==> config.mk <==
export PLATFORM = sky130hd
export DESIGN_NAME = fcap_regs
export DESIGN_NICKNAME = d
export VERILOG_FILES = /design/src/fcap_pkg.sv /design/src/fcap_regs.sv
export SDC_FILE = /design/constraint.sdc
export NUM_CORES = 1
export LEC_CHECK = 0
export BUFFER_PORTS_ARGS = -buffer_cell sky130_fd_sc_hd__buf_4
export CELL_PAD_IN_SITES_DETAIL_PLACEMENT = 1
export CELL_PAD_IN_SITES_GLOBAL_PLACEMENT = 1
export CORE_MARGIN = 5
export CORE_UTILIZATION = 38
export CTS_CLUSTER_DIAMETER = 80
export DETAILED_ROUTE_END_ITERATION = 12
export PLACE_DENSITY = 0.89
export SLEW_MARGIN = 40
export SYNTH_ARGS = -nofsm -noshare
export SYNTH_HDL_FRONTEND = slang
export SYNTH_SLANG_ARGS = --single-unit
==> constraint.sdc <==
create_clock -name core_clk -period 4.6 [get_ports core_clk]
set_clock_uncertainty 0.1 [all_clocks]
set_input_delay 0.92 -clock core_clk [delete_from_list [all_inputs] [get_ports core_clk]]
set_output_delay 0.92 -clock core_clk [all_outputs]
set_load 0.02 [all_outputs]
==> src/fcap_pkg.sv <==
// package with register map, field layout and reset values for fcap block
package fcap_pkg;
	localparam logic [11:0] OFS_TARGET_ADDR  = 12'h028;
	localparam logic [11:0] OFS_WRITE_WORD   = 12'h02c;
	localparam logic [11:0] OFS_FUSE_BITS    = 12'h030;
	localparam logic [11:0] OFS_TIMEOUT_OPTS = 12'h034;
	localparam logic [11:0] OFS_CLK_DEFAULTS = 12'h038;
	localparam logic [11:0] OFS_PROG_TIMING  = 12'h03c;
	localparam logic [11:0] OFS_ERASE_TIMING = 12'h040;
	localparam logic [11:0] OFS_IDENT_FOUR   = 12'hfd0;
	localparam logic [11:0] OFS_IDENT_FIVE   = 12'hfd4;
	localparam logic [11:0] OFS_IDENT_SIX    = 12'hfd8;
	localparam logic [11:0] OFS_IDENT_SEVEN  = 12'hfdc;
	localparam logic [11:0] OFS_IDENT_ZERO   = 12'hfe0;
	localparam int          ADDR_BITS        = 12;
	localparam int          INFO_BANK1_BIT   = 31;
	localparam int          INFO_BANK0_BIT   = 30;
	localparam int          INFO_OFS_HI      = 10;
	localparam int          INFO_OFS_LO      = 2;
	localparam int          TIMEOUT_LSB      = 8;
	localparam int          EXT_CLK_BIT      = 6;
	localparam int          ONE_CYCLE_BIT    = 5;
	localparam int          SIZE_CODE_LSB    = 4;
	localparam logic [7:0]  TIMEOUT_RST      = 8'h20;
	localparam logic [4:0]  LOG2_SIZE_RST    = 5'h11;
	localparam logic [5:0]  READ_COUNT_RST   = 6'h3f;
	localparam logic [3:0]  SIZE_CODE_8K     = 4'h1;
	localparam logic [31:0] WORD_ZERO        = 32'h0000_0000;

	typedef struct packed {
		logic        sel;
		logic        enable;
		logic        write;
		logic [11:0] addr;
		logic [31:0] wdata;
	} fcap_apb_req_s;

	typedef struct packed {
		logic        ready;
		logic        slvErr;
		logic [31:0] rdata;
	} fcap_apb_rsp_s;
endpackage : fcap_pkg

==> src/fcap_regs.sv <==
// apb register slice: target address, write word, fuses, params, ident
// Summary of operation
// - target address is word aligned, low two bits always read zero
// - unmapped target address write gives slave error, register unchanged
// - bit 31 bank1 info page, bit 30 bank0, bits 10:2 offset
// - 32-bit read-write write word register, reset zero
// - 32-bit read-only fuse word, bit n is fuse n, zero after reset
// - four parameter registers read-only, fixed by integrator parameters
// - row-write timeout in bits 15:8, default 0x20
// - bit 5 reports single-cycle read allowed, default zero
// - bits 4:0 report log2 of flash bytes, default 0x11
// - clock count defaults register, read count default 0x3f
// - program timing defaults packed in four bytes
// - erase timing defaults packed in four bytes
// - ident word four: size code 0x1 in 7:4, continuation in 3:0
// - ident words five to seven read zero
// - ident word zero: low part number byte, upper bits zero
// - without external clock, timer clock source select held zero
// - single-cycle read setting allowed only when parameter set
`timescale 1ns/1ns
module fcap_regs
	import fcap_pkg::*;
#(
	parameter logic [7:0] TIMEOUT        = TIMEOUT_RST,
	parameter bit         EXT_CLK_EN     = 1'b0,
	parameter bit         ONE_CYCLE_RD   = 1'b0,
	parameter logic [4:0] LOG2_FLASH     = LOG2_SIZE_RST,
	parameter logic [9:0] ERASE_CNT_RST  = 10'h000,
	parameter logic [7:0] WRITE_CNT_RST  = 8'h00,
	parameter logic [5:0] READ_CNT_RST   = READ_COUNT_RST,
	parameter logic [7:0] STORE_HOLD     = 8'h00,
	parameter logic [7:0] PROG_TIME      = 8'h00,
	parameter logic [7:0] STROBE_PROG    = 8'h00,
	parameter logic [7:0] PROG_STROBE    = 8'h00,
	parameter logic [7:0] MASS_ERASE     = 8'h00,
	parameter logic [7:0] PAGE_ERASE     = 8'h00,
	parameter logic [7:0] RECOVERY       = 8'h00,
	parameter logic [7:0] SEC_HOLD       = 8'h00,
	// arbitrary neutral identity values
	parameter logic [3:0] CONT_CODE      = 4'h0,
	parameter logic [7:0] PART_LOW       = 8'h00,
	parameter int         INFO_WORDS     = 512
) (
	input  wire logic          core_clk,
	input  wire logic          rst_b,
	input  wire fcap_apb_req_s apbReq,
	input  wire logic [31:0]   fuseIn,
	input  wire logic [1:0]    timerClkSrcReq,
	input  wire logic [5:0]    readClkConfReq,
	output fcap_apb_rsp_s      apbRsp,
	output logic [31:0]        targetAddr,
	output logic [31:0]        writeWord,
	output logic [1:0]         timerClkSrc,
	output logic [5:0]         readClkConf
);
	localparam logic [31:0] FLASH_BYTES = 32'(64'd1 << LOG2_FLASH);

	initial begin
		if (LOG2_FLASH < 5'd3 || LOG2_FLASH > 5'd30)
			$error("LOG2_FLASH out of range");
		if (INFO_WORDS < 1 || INFO_WORDS > 512)
			$error("INFO_WORDS out of range");
	end

	logic        access;
	logic        wrAccess;
	logic        addrOk;
	logic [31:0] wordIn;
	logic [31:0] rdMux;
	logic [31:0] paramWord0;
	logic [31:0] paramWord1;
	logic [31:0] paramWord2;
	logic [31:0] paramWord3;
	logic [31:0] fuse_q;
	logic        rdSetup;

	assign access   = apbReq.sel && apbReq.enable;
	assign wrAccess = access && apbReq.write;
	assign wordIn   = {apbReq.wdata[31:2], 2'b00};
	assign rdSetup  = apbReq.sel && !apbReq.enable && !apbReq.write;

	always_comb begin
		addrOk = 1'b0;
		if (wordIn[INFO_BANK1_BIT] || wordIn[INFO_BANK0_BIT])
			addrOk = !(wordIn[INFO_BANK1_BIT] && wordIn[INFO_BANK0_BIT])
				&& wordIn[29:INFO_OFS_HI+1] == '0
				&& 32'(wordIn[INFO_OFS_HI:INFO_OFS_LO]) < 32'(INFO_WORDS);
		else
			addrOk = wordIn < FLASH_BYTES;
	end

	assign paramWord0 = {16'h0000, TIMEOUT, 1'b0, EXT_CLK_EN, ONE_CYCLE_RD,
		LOG2_FLASH};
	assign paramWord1 = {8'h00, ERASE_CNT_RST, WRITE_CNT_RST, READ_CNT_RST};
	assign paramWord2 = {STORE_HOLD, PROG_TIME, STROBE_PROG, PROG_STROBE};
	assign paramWord3 = {MASS_ERASE, PAGE_ERASE, RECOVERY, SEC_HOLD};

	// target address update
	always_ff @(posedge core_clk) begin
		if (!rst_b)
			targetAddr <= WORD_ZERO;
		else if (wrAccess && apbReq.addr == OFS_TARGET_ADDR && addrOk)
			targetAddr <= wordIn;
	end

	always_ff @(posedge core_clk) begin
		if (!rst_b)
			writeWord <= WORD_ZERO;
		else if (wrAccess && apbReq.addr == OFS_WRITE_WORD)
			writeWord <= apbReq.wdata;
	end

	always_ff @(posedge core_clk) begin
		if (!rst_b)
			fuse_q <= WORD_ZERO;
		else
			fuse_q <= fuseIn;
	end

	always_ff @(posedge core_clk) begin
		if (!rst_b) begin
			timerClkSrc <= 2'b00;
			readClkConf <= READ_CNT_RST;
		end else begin
			timerClkSrc <= EXT_CLK_EN ? timerClkSrcReq : 2'b00;
			if (readClkConfReq != 6'h01 || ONE_CYCLE_RD)
				readClkConf <= readClkConfReq;
		end
	end

	// read mux
	always_comb begin
		unique case (apbReq.addr)
			OFS_TARGET_ADDR:  rdMux = targetAddr;
			OFS_WRITE_WORD:   rdMux = writeWord;
			OFS_FUSE_BITS:    rdMux = fuse_q;
			OFS_TIMEOUT_OPTS: rdMux = paramWord0;
			OFS_CLK_DEFAULTS: rdMux = paramWord1;
			OFS_PROG_TIMING:  rdMux = paramWord2;
			OFS_ERASE_TIMING: rdMux = paramWord3;
			OFS_IDENT_FOUR:   rdMux = {24'h0, SIZE_CODE_8K, CONT_CODE};
			OFS_IDENT_FIVE,
			OFS_IDENT_SIX,
			OFS_IDENT_SEVEN:  rdMux = WORD_ZERO;
			OFS_IDENT_ZERO:   rdMux = {24'h0, PART_LOW};
			default:          rdMux = WORD_ZERO;
		endcase
	end

	// response registers, one-cycle setup then ready
	always_ff @(posedge core_clk) begin
		if (!rst_b) begin
			apbRsp <= '0;
		end else begin
			apbRsp.ready  <= apbReq.sel && !apbReq.enable;
			apbRsp.rdata  <= apbReq.write ? WORD_ZERO : rdMux;
			apbRsp.slvErr <= apbReq.sel && !apbReq.enable && apbReq.write
				&& apbReq.addr == OFS_TARGET_ADDR && !addrOk;
		end
	end

	// read-only untouched: no write path exists to those words

	targ_aligned_a: assert property (
		@(posedge core_clk) disable iff (!rst_b)
		targetAddr[1:0] == 2'b00)
		else $error("target address unaligned");
	addr_store_a: assert property (
		@(posedge core_clk) disable iff (!rst_b)
		wrAccess && apbReq.addr == OFS_TARGET_ADDR && addrOk
		|=> targetAddr == $past(wordIn))
		else $error("target address not stored");

	err_keeps_a: assert property (
		@(posedge core_clk) disable iff (!rst_b)
		apbRsp.slvErr |=> $stable(targetAddr))
		else $error("target address changed on error");
	err_raise_a: assert property (
		@(posedge core_clk) disable iff (!rst_b)
		apbReq.sel && !apbReq.enable && apbReq.write && !addrOk
		&& apbReq.addr == OFS_TARGET_ADDR |=> apbRsp.slvErr)
		else $error("missing error on unmapped address");
	addr_hold_a: assert property (
		@(posedge core_clk) disable iff (!rst_b)
		!(wrAccess && apbReq.addr == OFS_TARGET_ADDR && addrOk)
		|=> $stable(targetAddr))
		else $error("target address changed without write");
	err_only_a: assert property (
		@(posedge core_clk) disable iff (!rst_b)
		apbRsp.slvErr |-> $past(apbReq.addr) == OFS_TARGET_ADDR
		&& $past(apbReq.write))
		else $error("error on other register");

	both_banks_a: assert property (
		@(posedge core_clk) disable iff (!rst_b)
		wordIn[INFO_BANK1_BIT] && wordIn[INFO_BANK0_BIT] |-> !addrOk)
		else $error("both info banks accepted");
	info_ofs_a: assert property (
		@(posedge core_clk) disable iff (!rst_b)
		wrAccess && apbReq.addr == OFS_TARGET_ADDR && addrOk
		&& (wordIn[INFO_BANK1_BIT] || wordIn[INFO_BANK0_BIT])
		|=> targetAddr[INFO_OFS_HI:INFO_OFS_LO]
		== $past(wordIn[INFO_OFS_HI:INFO_OFS_LO]))
		else $error("info page offset not stored");

	word_store_a: assert property (
		@(posedge core_clk) disable iff (!rst_b)
		wrAccess && apbReq.addr == OFS_WRITE_WORD
		|=> writeWord == $past(apbReq.wdata))
		else $error("write word not stored");
	word_hold_a: assert property (
		@(posedge core_clk) disable iff (!rst_b)
		!(wrAccess && apbReq.addr == OFS_WRITE_WORD)
		|=> $stable(writeWord))
		else $error("write word changed without write");
	fuse_follow_a: assert property (
		@(posedge core_clk) disable iff (!rst_b)
		##1 fuse_q == $past(fuseIn))
		else $error("fuse word stale");
	fuse_read_a: assert property (
		@(posedge core_clk) disable iff (!rst_b)
		rdSetup && apbReq.addr == OFS_FUSE_BITS
		|=> apbRsp.rdata == $past(fuse_q))
		else $error("fuse word read wrong");

	param_read_a: assert property (
		@(posedge core_clk) disable iff (!rst_b)
		rdSetup && apbReq.addr == OFS_TIMEOUT_OPTS
		|=> apbRsp.rdata[15:8] == TIMEOUT)
		else $error("timeout field wrong");
	ext_clk_bit_a: assert property (
		@(posedge core_clk) disable iff (!rst_b)
		rdSetup && apbReq.addr == OFS_TIMEOUT_OPTS
		|=> apbRsp.rdata[EXT_CLK_BIT] == EXT_CLK_EN)
		else $error("external clock bit wrong");
	one_cycle_bit_a: assert property (
		@(posedge core_clk) disable iff (!rst_b)
		rdSetup && apbReq.addr == OFS_TIMEOUT_OPTS
		|=> apbRsp.rdata[ONE_CYCLE_BIT] == ONE_CYCLE_RD)
		else $error("single-cycle read bit wrong");
	flash_size_a: assert property (
		@(posedge core_clk) disable iff (!rst_b)
		rdSetup && apbReq.addr == OFS_TIMEOUT_OPTS
		|=> apbRsp.rdata[4:0] == LOG2_FLASH
		&& apbRsp.rdata[31:16] == 16'h0000 && !apbRsp.rdata[7])
		else $error("flash size field wrong");
	clk_counts_a: assert property (
		@(posedge core_clk) disable iff (!rst_b)
		rdSetup && apbReq.addr == OFS_CLK_DEFAULTS
		|=> apbRsp.rdata[5:0] == READ_CNT_RST
		&& apbRsp.rdata[31:26] == 6'h00)
		else $error("clock count defaults wrong");
	prog_timing_a: assert property (
		@(posedge core_clk) disable iff (!rst_b)
		rdSetup && apbReq.addr == OFS_PROG_TIMING
		|=> apbRsp.rdata[31:24] == STORE_HOLD
		&& apbRsp.rdata[7:0] == PROG_STROBE)
		else $error("program timing defaults wrong");
	erase_timing_a: assert property (
		@(posedge core_clk) disable iff (!rst_b)
		rdSetup && apbReq.addr == OFS_ERASE_TIMING
		|=> apbRsp.rdata[31:24] == MASS_ERASE
		&& apbRsp.rdata[15:8] == RECOVERY)
		else $error("erase timing defaults wrong");

	ident_four_a: assert property (
		@(posedge core_clk) disable iff (!rst_b)
		rdSetup && apbReq.addr == OFS_IDENT_FOUR
		|=> apbRsp.rdata == {24'h0, SIZE_CODE_8K, CONT_CODE})
		else $error("ident word four wrong");
	ident_zero_a: assert property (
		@(posedge core_clk) disable iff (!rst_b)
		apbReq.sel && !apbReq.enable && (apbReq.addr == OFS_IDENT_FIVE
		|| apbReq.addr == OFS_IDENT_SIX || apbReq.addr == OFS_IDENT_SEVEN)
		|=> apbRsp.rdata == WORD_ZERO)
		else $error("reserved ident nonzero");
	ident_part_a: assert property (
		@(posedge core_clk) disable iff (!rst_b)
		rdSetup && apbReq.addr == OFS_IDENT_ZERO
		|=> apbRsp.rdata == {24'h0, PART_LOW})
		else $error("ident word zero wrong");

	clk_src_a: assert property (
		@(posedge core_clk) disable iff (!rst_b)
		!EXT_CLK_EN |-> timerClkSrc == 2'b00)
		else $error("timer clock source not zero");
	one_cycle_a: assert property (
		@(posedge core_clk) disable iff (!rst_b)
		!ONE_CYCLE_RD |-> readClkConf != 6'h01)
		else $error("single-cycle read set illegally");

	addr_ok_c: cover property (@(posedge core_clk) disable iff (!rst_b)
		wrAccess && apbReq.addr == OFS_TARGET_ADDR && addrOk);
	addr_err_c: cover property (@(posedge core_clk) disable iff (!rst_b)
		apbRsp.slvErr);
	info_page_c: cover property (@(posedge core_clk) disable iff (!rst_b)
		targetAddr[INFO_BANK1_BIT]);
	info_bank0_c: cover property (@(posedge core_clk) disable iff (!rst_b)
		targetAddr[INFO_BANK0_BIT]);
	one_cycle_req_c: cover property (@(posedge core_clk) disable iff (!rst_b)
		readClkConfReq == 6'h01);
endmodule : fcap_regs

==> results.md, run 1 <==
* Clk buf depth at 2
* Tot GR Track Use at 0.229
* Sw Share at 0.221
* Cts bufs inserted at 17
* Row count at 41
* Fmax at 0.326 GHz
* Worst slew pin tran at 0.869 ns
* CP arrival at 3.24 ns
* RSZ-0062 raised after global routing: false
* Synth cell types at 44
* Die area at 15,500 µm²
* Crit-path max FO at 32
* Met3 wire length at 1460 µm
* Postcts setup bufs at 0
* Setup TNS at 0 ns
* Initial drt markers at 372
* Ports at 195
* Final Max Tran Viols at 0
* Net Sw Power at 583 µW
* Worst VDD drop at 0.000279 V
* Hold/Removal Path Class: reg -> reg
* Post-synth EDFFs at 0
* Clock share of power at 0.495
* GP Congestion at 0.801
* Filler cells at 1,477
* Final setup viols at 0
* Gate power share at 0.055
* DR WL/cell at 20.7 µm
* Core area at 12,700 µm²
* Final instance area at 7060 µm²
* Yosys Warn Count at 0
* DR vias/cell at 5.47
* Final ANT Viol Nets at 0
* Critical path startpoint: apbReq[40]
* Die H at 124 µm
* Setup CP Type: in -> reg
* Die W at 124 µm
* Vias in the first global route at 5,231
* Fraction of layout cells with a size suffix above 1 at 0.347
* Clk root buf: clkbuf_16
* Area growth from synthesis to final layout at 42.0%
* Syn_area_per_cell at 9.64 µm²
* Clock-pin slew on the worst setup and hold paths at 0.06 ns
* Flop pwr share at 0.450
* CP Launch Type: primary input
* Post_cts resized at 0
* HPWL after DPL at 12,200 µm
* First-pass GRT wire length at 28,500 µm
* Post-synthesis sequential area ratio at 0.540
* Hold Vio Cnt, Final at 0
* I/O Buffers at 188
* CTS H-tree lvls at 4
* Post-route minimum period at 3.07 ns
* Wl on met1 at 6800 µm
* Ys flop type: dfxtp_1
* Hold buffers post-CTS at 0
* Power density over the cells at 373 nW/µm²
* Sink Count at 134
* Initial Utilization at 0.391
* Largest net degree at the start of global routing at 119
* Hold path start: targetAddr[11]
* Internal at 2.05 mW
* Initial antenna violation count at 0
* Synth Instances at 516
* LEAKAGE at 2.87 nW
* Slew headroom at 0.416
* Synth Register Bits at 134
* Asr flop ratio synth at 0
* Crit. End Element: register
* Placed inst area at 6470 µm²
* Gr ovfl total at 0
* Met2 WL at 9430 µm
* R2r startpoint: writeWord[4]
* Post-synthesis cell area at 4970 µm²
* Via Count at 4,754
* First drt pass iteration count at 5
* CTS tree: built
* Top sig layer: met4
* Residual DRC count at 0
* Required @ worst endpoint at 4.77 ns
* Final period util at 0.667
* Status: complete, no violations
* Max cap viols at 0
* Antenna cell count at 0
* DRT Wirelength at 18,000 µm
* Final net count at 773
* Clock Latency Late Sink at 0.41 ns
==> sequential cells by signal, summed over array words and instances (netlist names) <==
signal       count
apbRsp          34
fuse_q          32
writeWord       32
targetAddr      30
readClkConf      6
==> metrics by stage <==
step	util	hold slack, ns	worst slack, ns	std cells	total power, mW
after global routing	0.555	0.416	1.46	869	2.72
after floorplan	-	0.355	1.45	519	1.27
final	0.555	0.386	1.53	869	2.64
after detailed placement	0.509	0.377	1.22	836	1.35
after CTS	0.554	0.389	1.56	868	2.66
after global placement	0.508	0.355	1.24	836	1.35
==> power groups by stage <==
| stage | Sequential [mW] | Clock [mW] | Combinational, mW |
|---|---|---|---|
| 2_1_floorplan | 1.21 | 0 | 0.0571 |
| 3_3_place_gp | 1.21 | 0 | 0.139 |
| 3_5_place_dp | 1.21 | 0 | 0.144 |
| 4_1_cts | 1.19 | 1.33 | 0.145 |
| 5_1_grt | 1.19 | 1.38 | 0.157 |
| 6_report | 1.19 | 1.31 | 0.145 |
==> layout by cell type (no fill, tap or decap), types with 2 or more instances in the layout <==
cell type,n
a21boi_0,30
a21boi_1,2
a21oi_1,2
a222oi_1,25
a22oi_1,4
a31oi_1,3
and2_1,32
and3_1,14
buf_4,196
clkbuf_16,17
clkbuf_8,4
clkinv_2,2
clkinvlp_4,5
conb_1,4
dfxtp_1,134
inv_1,6
mux2i_1,17
nand2_1,40
nand2b_1,2
nand3_1,35
nand3b_1,7
nor2_1,38
nor3_1,4
nor4_1,3
nor4_2,2
nor4_4,2
o211ai_1,2
o21ai_0,34
o32a_1,2
o32ai_1,3
or2_2,2
or3_1,2
or4_4,2
==> final cells by class <==
type                    instances  area [µm²]  area share
clock buffers                  22         484      0.0686
clock inverters                10        95.1      0.0135
inverters                       6        22.5     0.00319
multi-input cells             328        2080       0.294
flip-flops and latches        134        2680       0.380
well taps                     172         215      0.0305
repair buffers                197        1480       0.210
==> cell usage after synthesis (3+ instances only) <==
master	n	area share
a22oi_1	4	0.0060
and2_1	32	0.040
a21boi_0	30	0.045
a222oi_1	25	0.050
a31oi_1	3	0.0038
dfxtp_1	134	0.54
buf_6	3	0.0068
and3_1	14	0.018
o21ai_0	34	0.034
mux2i_1	17	0.034
inv_1	6	0.0045
nand3b_1	7	0.011
nand3_1	35	0.035
clkbuf_1	43	0.032
nor2_1	38	0.029
o32ai_1	3	0.0053
nor4_1	5	0.0063
nand2_1	40	0.030
nor3_1	4	0.0040
buf_4	5	0.0075
==> metal layers <==
layer | GRT usage | vias up
met5 | 0 | -
met4 | 0.0787 | 0
met3 | 0.0913 | 24
met2 | 0.410 | 186
met1 | 0.245 | 2365
li1 | - | 2179
==> path summary, 6_finish.rpt <==
| check | end | slack [ns] | cells after the start |
|---|---|---|---|
| worst max register to register | apbRsp[4] | 3.40 | 4 |
| worst max-delay path | writeWord[27] | 1.53 | 5 |
| worst min register to register | targetAddr[11] | 0.39 | 2 |
| worst min-delay path | targetAddr[11] | 0.39 | 2 |
==> critical path: stages <==
cell,delay [ns]
buf_4,0.12
or4b_4,0.62
or4_2,1.05
o21ai_0,0.35
a21boi_0,0.17
==> cell families after synthesis <==
family | Yosys count | share of synthesized area
DFF | 134 | 0.540
and+or+nand+nor | 195 | 0.208
other | 1 | 0.000754
muxes | 18 | 0.0365
AOI/OAI and AO/OA | 111 | 0.164
buffers and inverters | 57 | 0.0513
Power figures use the tool's default switching activity.
==> run 2, diff against run 1 <==
CORE_UTILIZATION = 35   (was 38)
PLACE_DENSITY = 0.83   (was 0.89)
clock period = 3.2 ns   (was 4.6 ns; I/O delays follow)
==> run 2 against run 1 <==
  * Register-to-register slack lost 1.3 ns
  * Die area grew 7.9%
  * Critical path depth is the same
  * Clock-buffer cell count shrank 2
  * Via count shrank 1.3%
  * Core utilization shrank 4.1 points
  * Worst hold slack lost 0.080 ns
  * Sequential cell count is the same
  * Power grew 44%
  * Critical endpoint is now targetAddr[20]
  * Largest power group unchanged
==> results.md, run 2 (synthesis gave the netlist of run 1 again) <==
* Clk buf depth at 2
* Crit-path max FO at 13
* First drt pass iteration count at 6
* Antenna cell count at 0
* Row count at 43
* Most frequent cells in the layout: buf_4, dfxtp_1, nand2_1, nor2_1, nand3_1
* Final instance area at 7140 µm²
* Clock Latency Late Sink at 0.41 ns
* Util after Layout at 0.514
* Flop-to-flop setup slack at 2.06 ns
* Hold buffers post-CTS at 0
* Reg2reg path depth at 4
* Crit. End Element: register
* Final Max Tran Viols at 0
* Sink Count at 134
* Clock-pin slew on the worst setup and hold paths at 0.06 ns
* CTS tree: built
* Max reg flops at 34
* Hold path start: apbReq[45]
* Core area at 13,900 µm²
* Leading cell type in the layout, fill and taps excluded: buf_4
* I/O Buffers at 188
* Final ANT Viol Nets at 0
* Hold Path End: apbRsp[33]
* Cells after DPL at 853
* Via Count at 4,690
* Status: complete, no violations
* Hold/Removal Path Class: in -> reg
* Clk root buf: clkbuf_16
* HPWL after DPL at 12,500 µm
* Worst slew pin tran at 0.737 ns
* Die area at 16,700 µm²
* Power density over the cells at 531 nW/µm²
* First-pass GRT wire length at 27,000 µm
* Worst VDD drop at 0.000339 V
* Post_cts resized at 0
* LEAKAGE at 2.92 nW
* Top reg by flops: apbRsp
* Gr ovfl total at 0
* Initial antenna violation count at 0
* Die H at 129 µm
* Die W at 129 µm
* Tot Pwr at 3.79 mW
* R2r startpoint: writeWord[0]
* Initial drt markers at 293
* RSZ-0062 raised after global routing: false
* Top Registers: apbRsp: 34 flops, fuse_q: 32 flops, writeWord: 32 flops
* Hold Vio Cnt, Final at 0
* Area growth from synthesis to final layout at 43.6%
* Final net count at 781
* Slew headroom at 0.509
* Ports at 195
* Fmax at 0.393 GHz
* Reg-to-reg endpoint: apbRsp[0]
* Fraction of layout cells with a size suffix above 1 at 0.349
* CTS H-tree lvls at 4
* Setup TNS at 0 ns
* DRT Wirelength at 17,500 µm
* Initial Utilization at 0.358
* Required @ worst endpoint at 3.41 ns
* Vias in the first global route at 5,038
* Placed inst area at 6570 µm²
* DR vias/cell at 5.30
* Largest net degree at the start of global routing at 119
* Cts bufs inserted at 17
* Post-route minimum period at 2.55 ns
* Final setup viols at 0
* Tot GR Track Use at 0.211
* Final cell count without fillers at 885
* Final period util at 0.796
* Setup CP Type: in -> reg
* Postcts setup bufs at 0
* DR WL/cell at 19.8 µm
* CP arrival at 2.76 ns
* CP Launch Type: primary input
* GP Congestion at 0.792
* Max cap viols at 0
* WHS Path Cells at 2
* Residual DRC count at 0
[run 2: cell types whose count changed in the layout (fill, tap and decap cells not counted)]
cell | previous run | this run
buf_4 | 196 | 202
clkbuf_8 | 4 | 0
clkinvlp_4 | 5 | 2
buf_12 | 0 | 2
clkbuf_1 | 1 | 3
clkinv_2 | 2 | 4
clkinv_4 | 1 | 3
a21o_1 | 0 | 1
a21o_2 | 1 | 0
bufinv_16 | 1 | 2
or4_1 | 1 | 2
or4_2 | 1 | 0
[run 2: worst max-delay path by stage]
stage,startpoint,to,slack [ns]
after global placement,apbReq[40],targetAddr[19],0.23
after global routing,apbReq[40],targetAddr[14],0.59
after floorplan,apbReq[40],targetAddr[20],0.33
after detailed placement,apbReq[40],targetAddr[24],0.21
final,apbReq[40],targetAddr[20],0.65
after CTS,apbReq[40],targetAddr[18],0.66
[run 2: cell type report]
cell class / count / area (µm²)
Sequential cell: 134 / 2680
Inverter: 6 / 22.5
Timing Repair Buffer: 205 / 1570
Clock buffer: 20 / 437
Tap cell: 180 / 225
Fill cell: 1561 / 6740
Multi-Input combinational cell: 328 / 2080
Clock inverter: 12 / 130
[run 2: report_power, final]
part	leakage, nW	switching (mW)	internal [mW]
clock network	0.274	0.732	1.14
registers	1.09	0.00905	1.70
logic	1.56	0.103	0.109
total	2.92	0.844	2.95
[run 2: worst max-delay path, stage by stage]
cell,delay (ns)
buf_4,0.11
or4b_4,0.53
or4_4,0.57
or4_4,0.67
and3_1,0.23
[run 2: layer usage]
layer	global-route usage	routed length [µm]
met1	0.238	6760
met2	0.368	8900
met3	0.0845	1590
met4	0.0605	255
met5	0	0
[run 2: metrics by stage]
step | hold WS [ns] | setup slack (ns)
finish | 0.306 | 0.653
detailed placement | 0.367 | 0.214
CTS | 0.286 | 0.662
global route | 0.296 | 0.591
global placement | 0.353 | 0.227
floorplan | 0.355 | 0.330
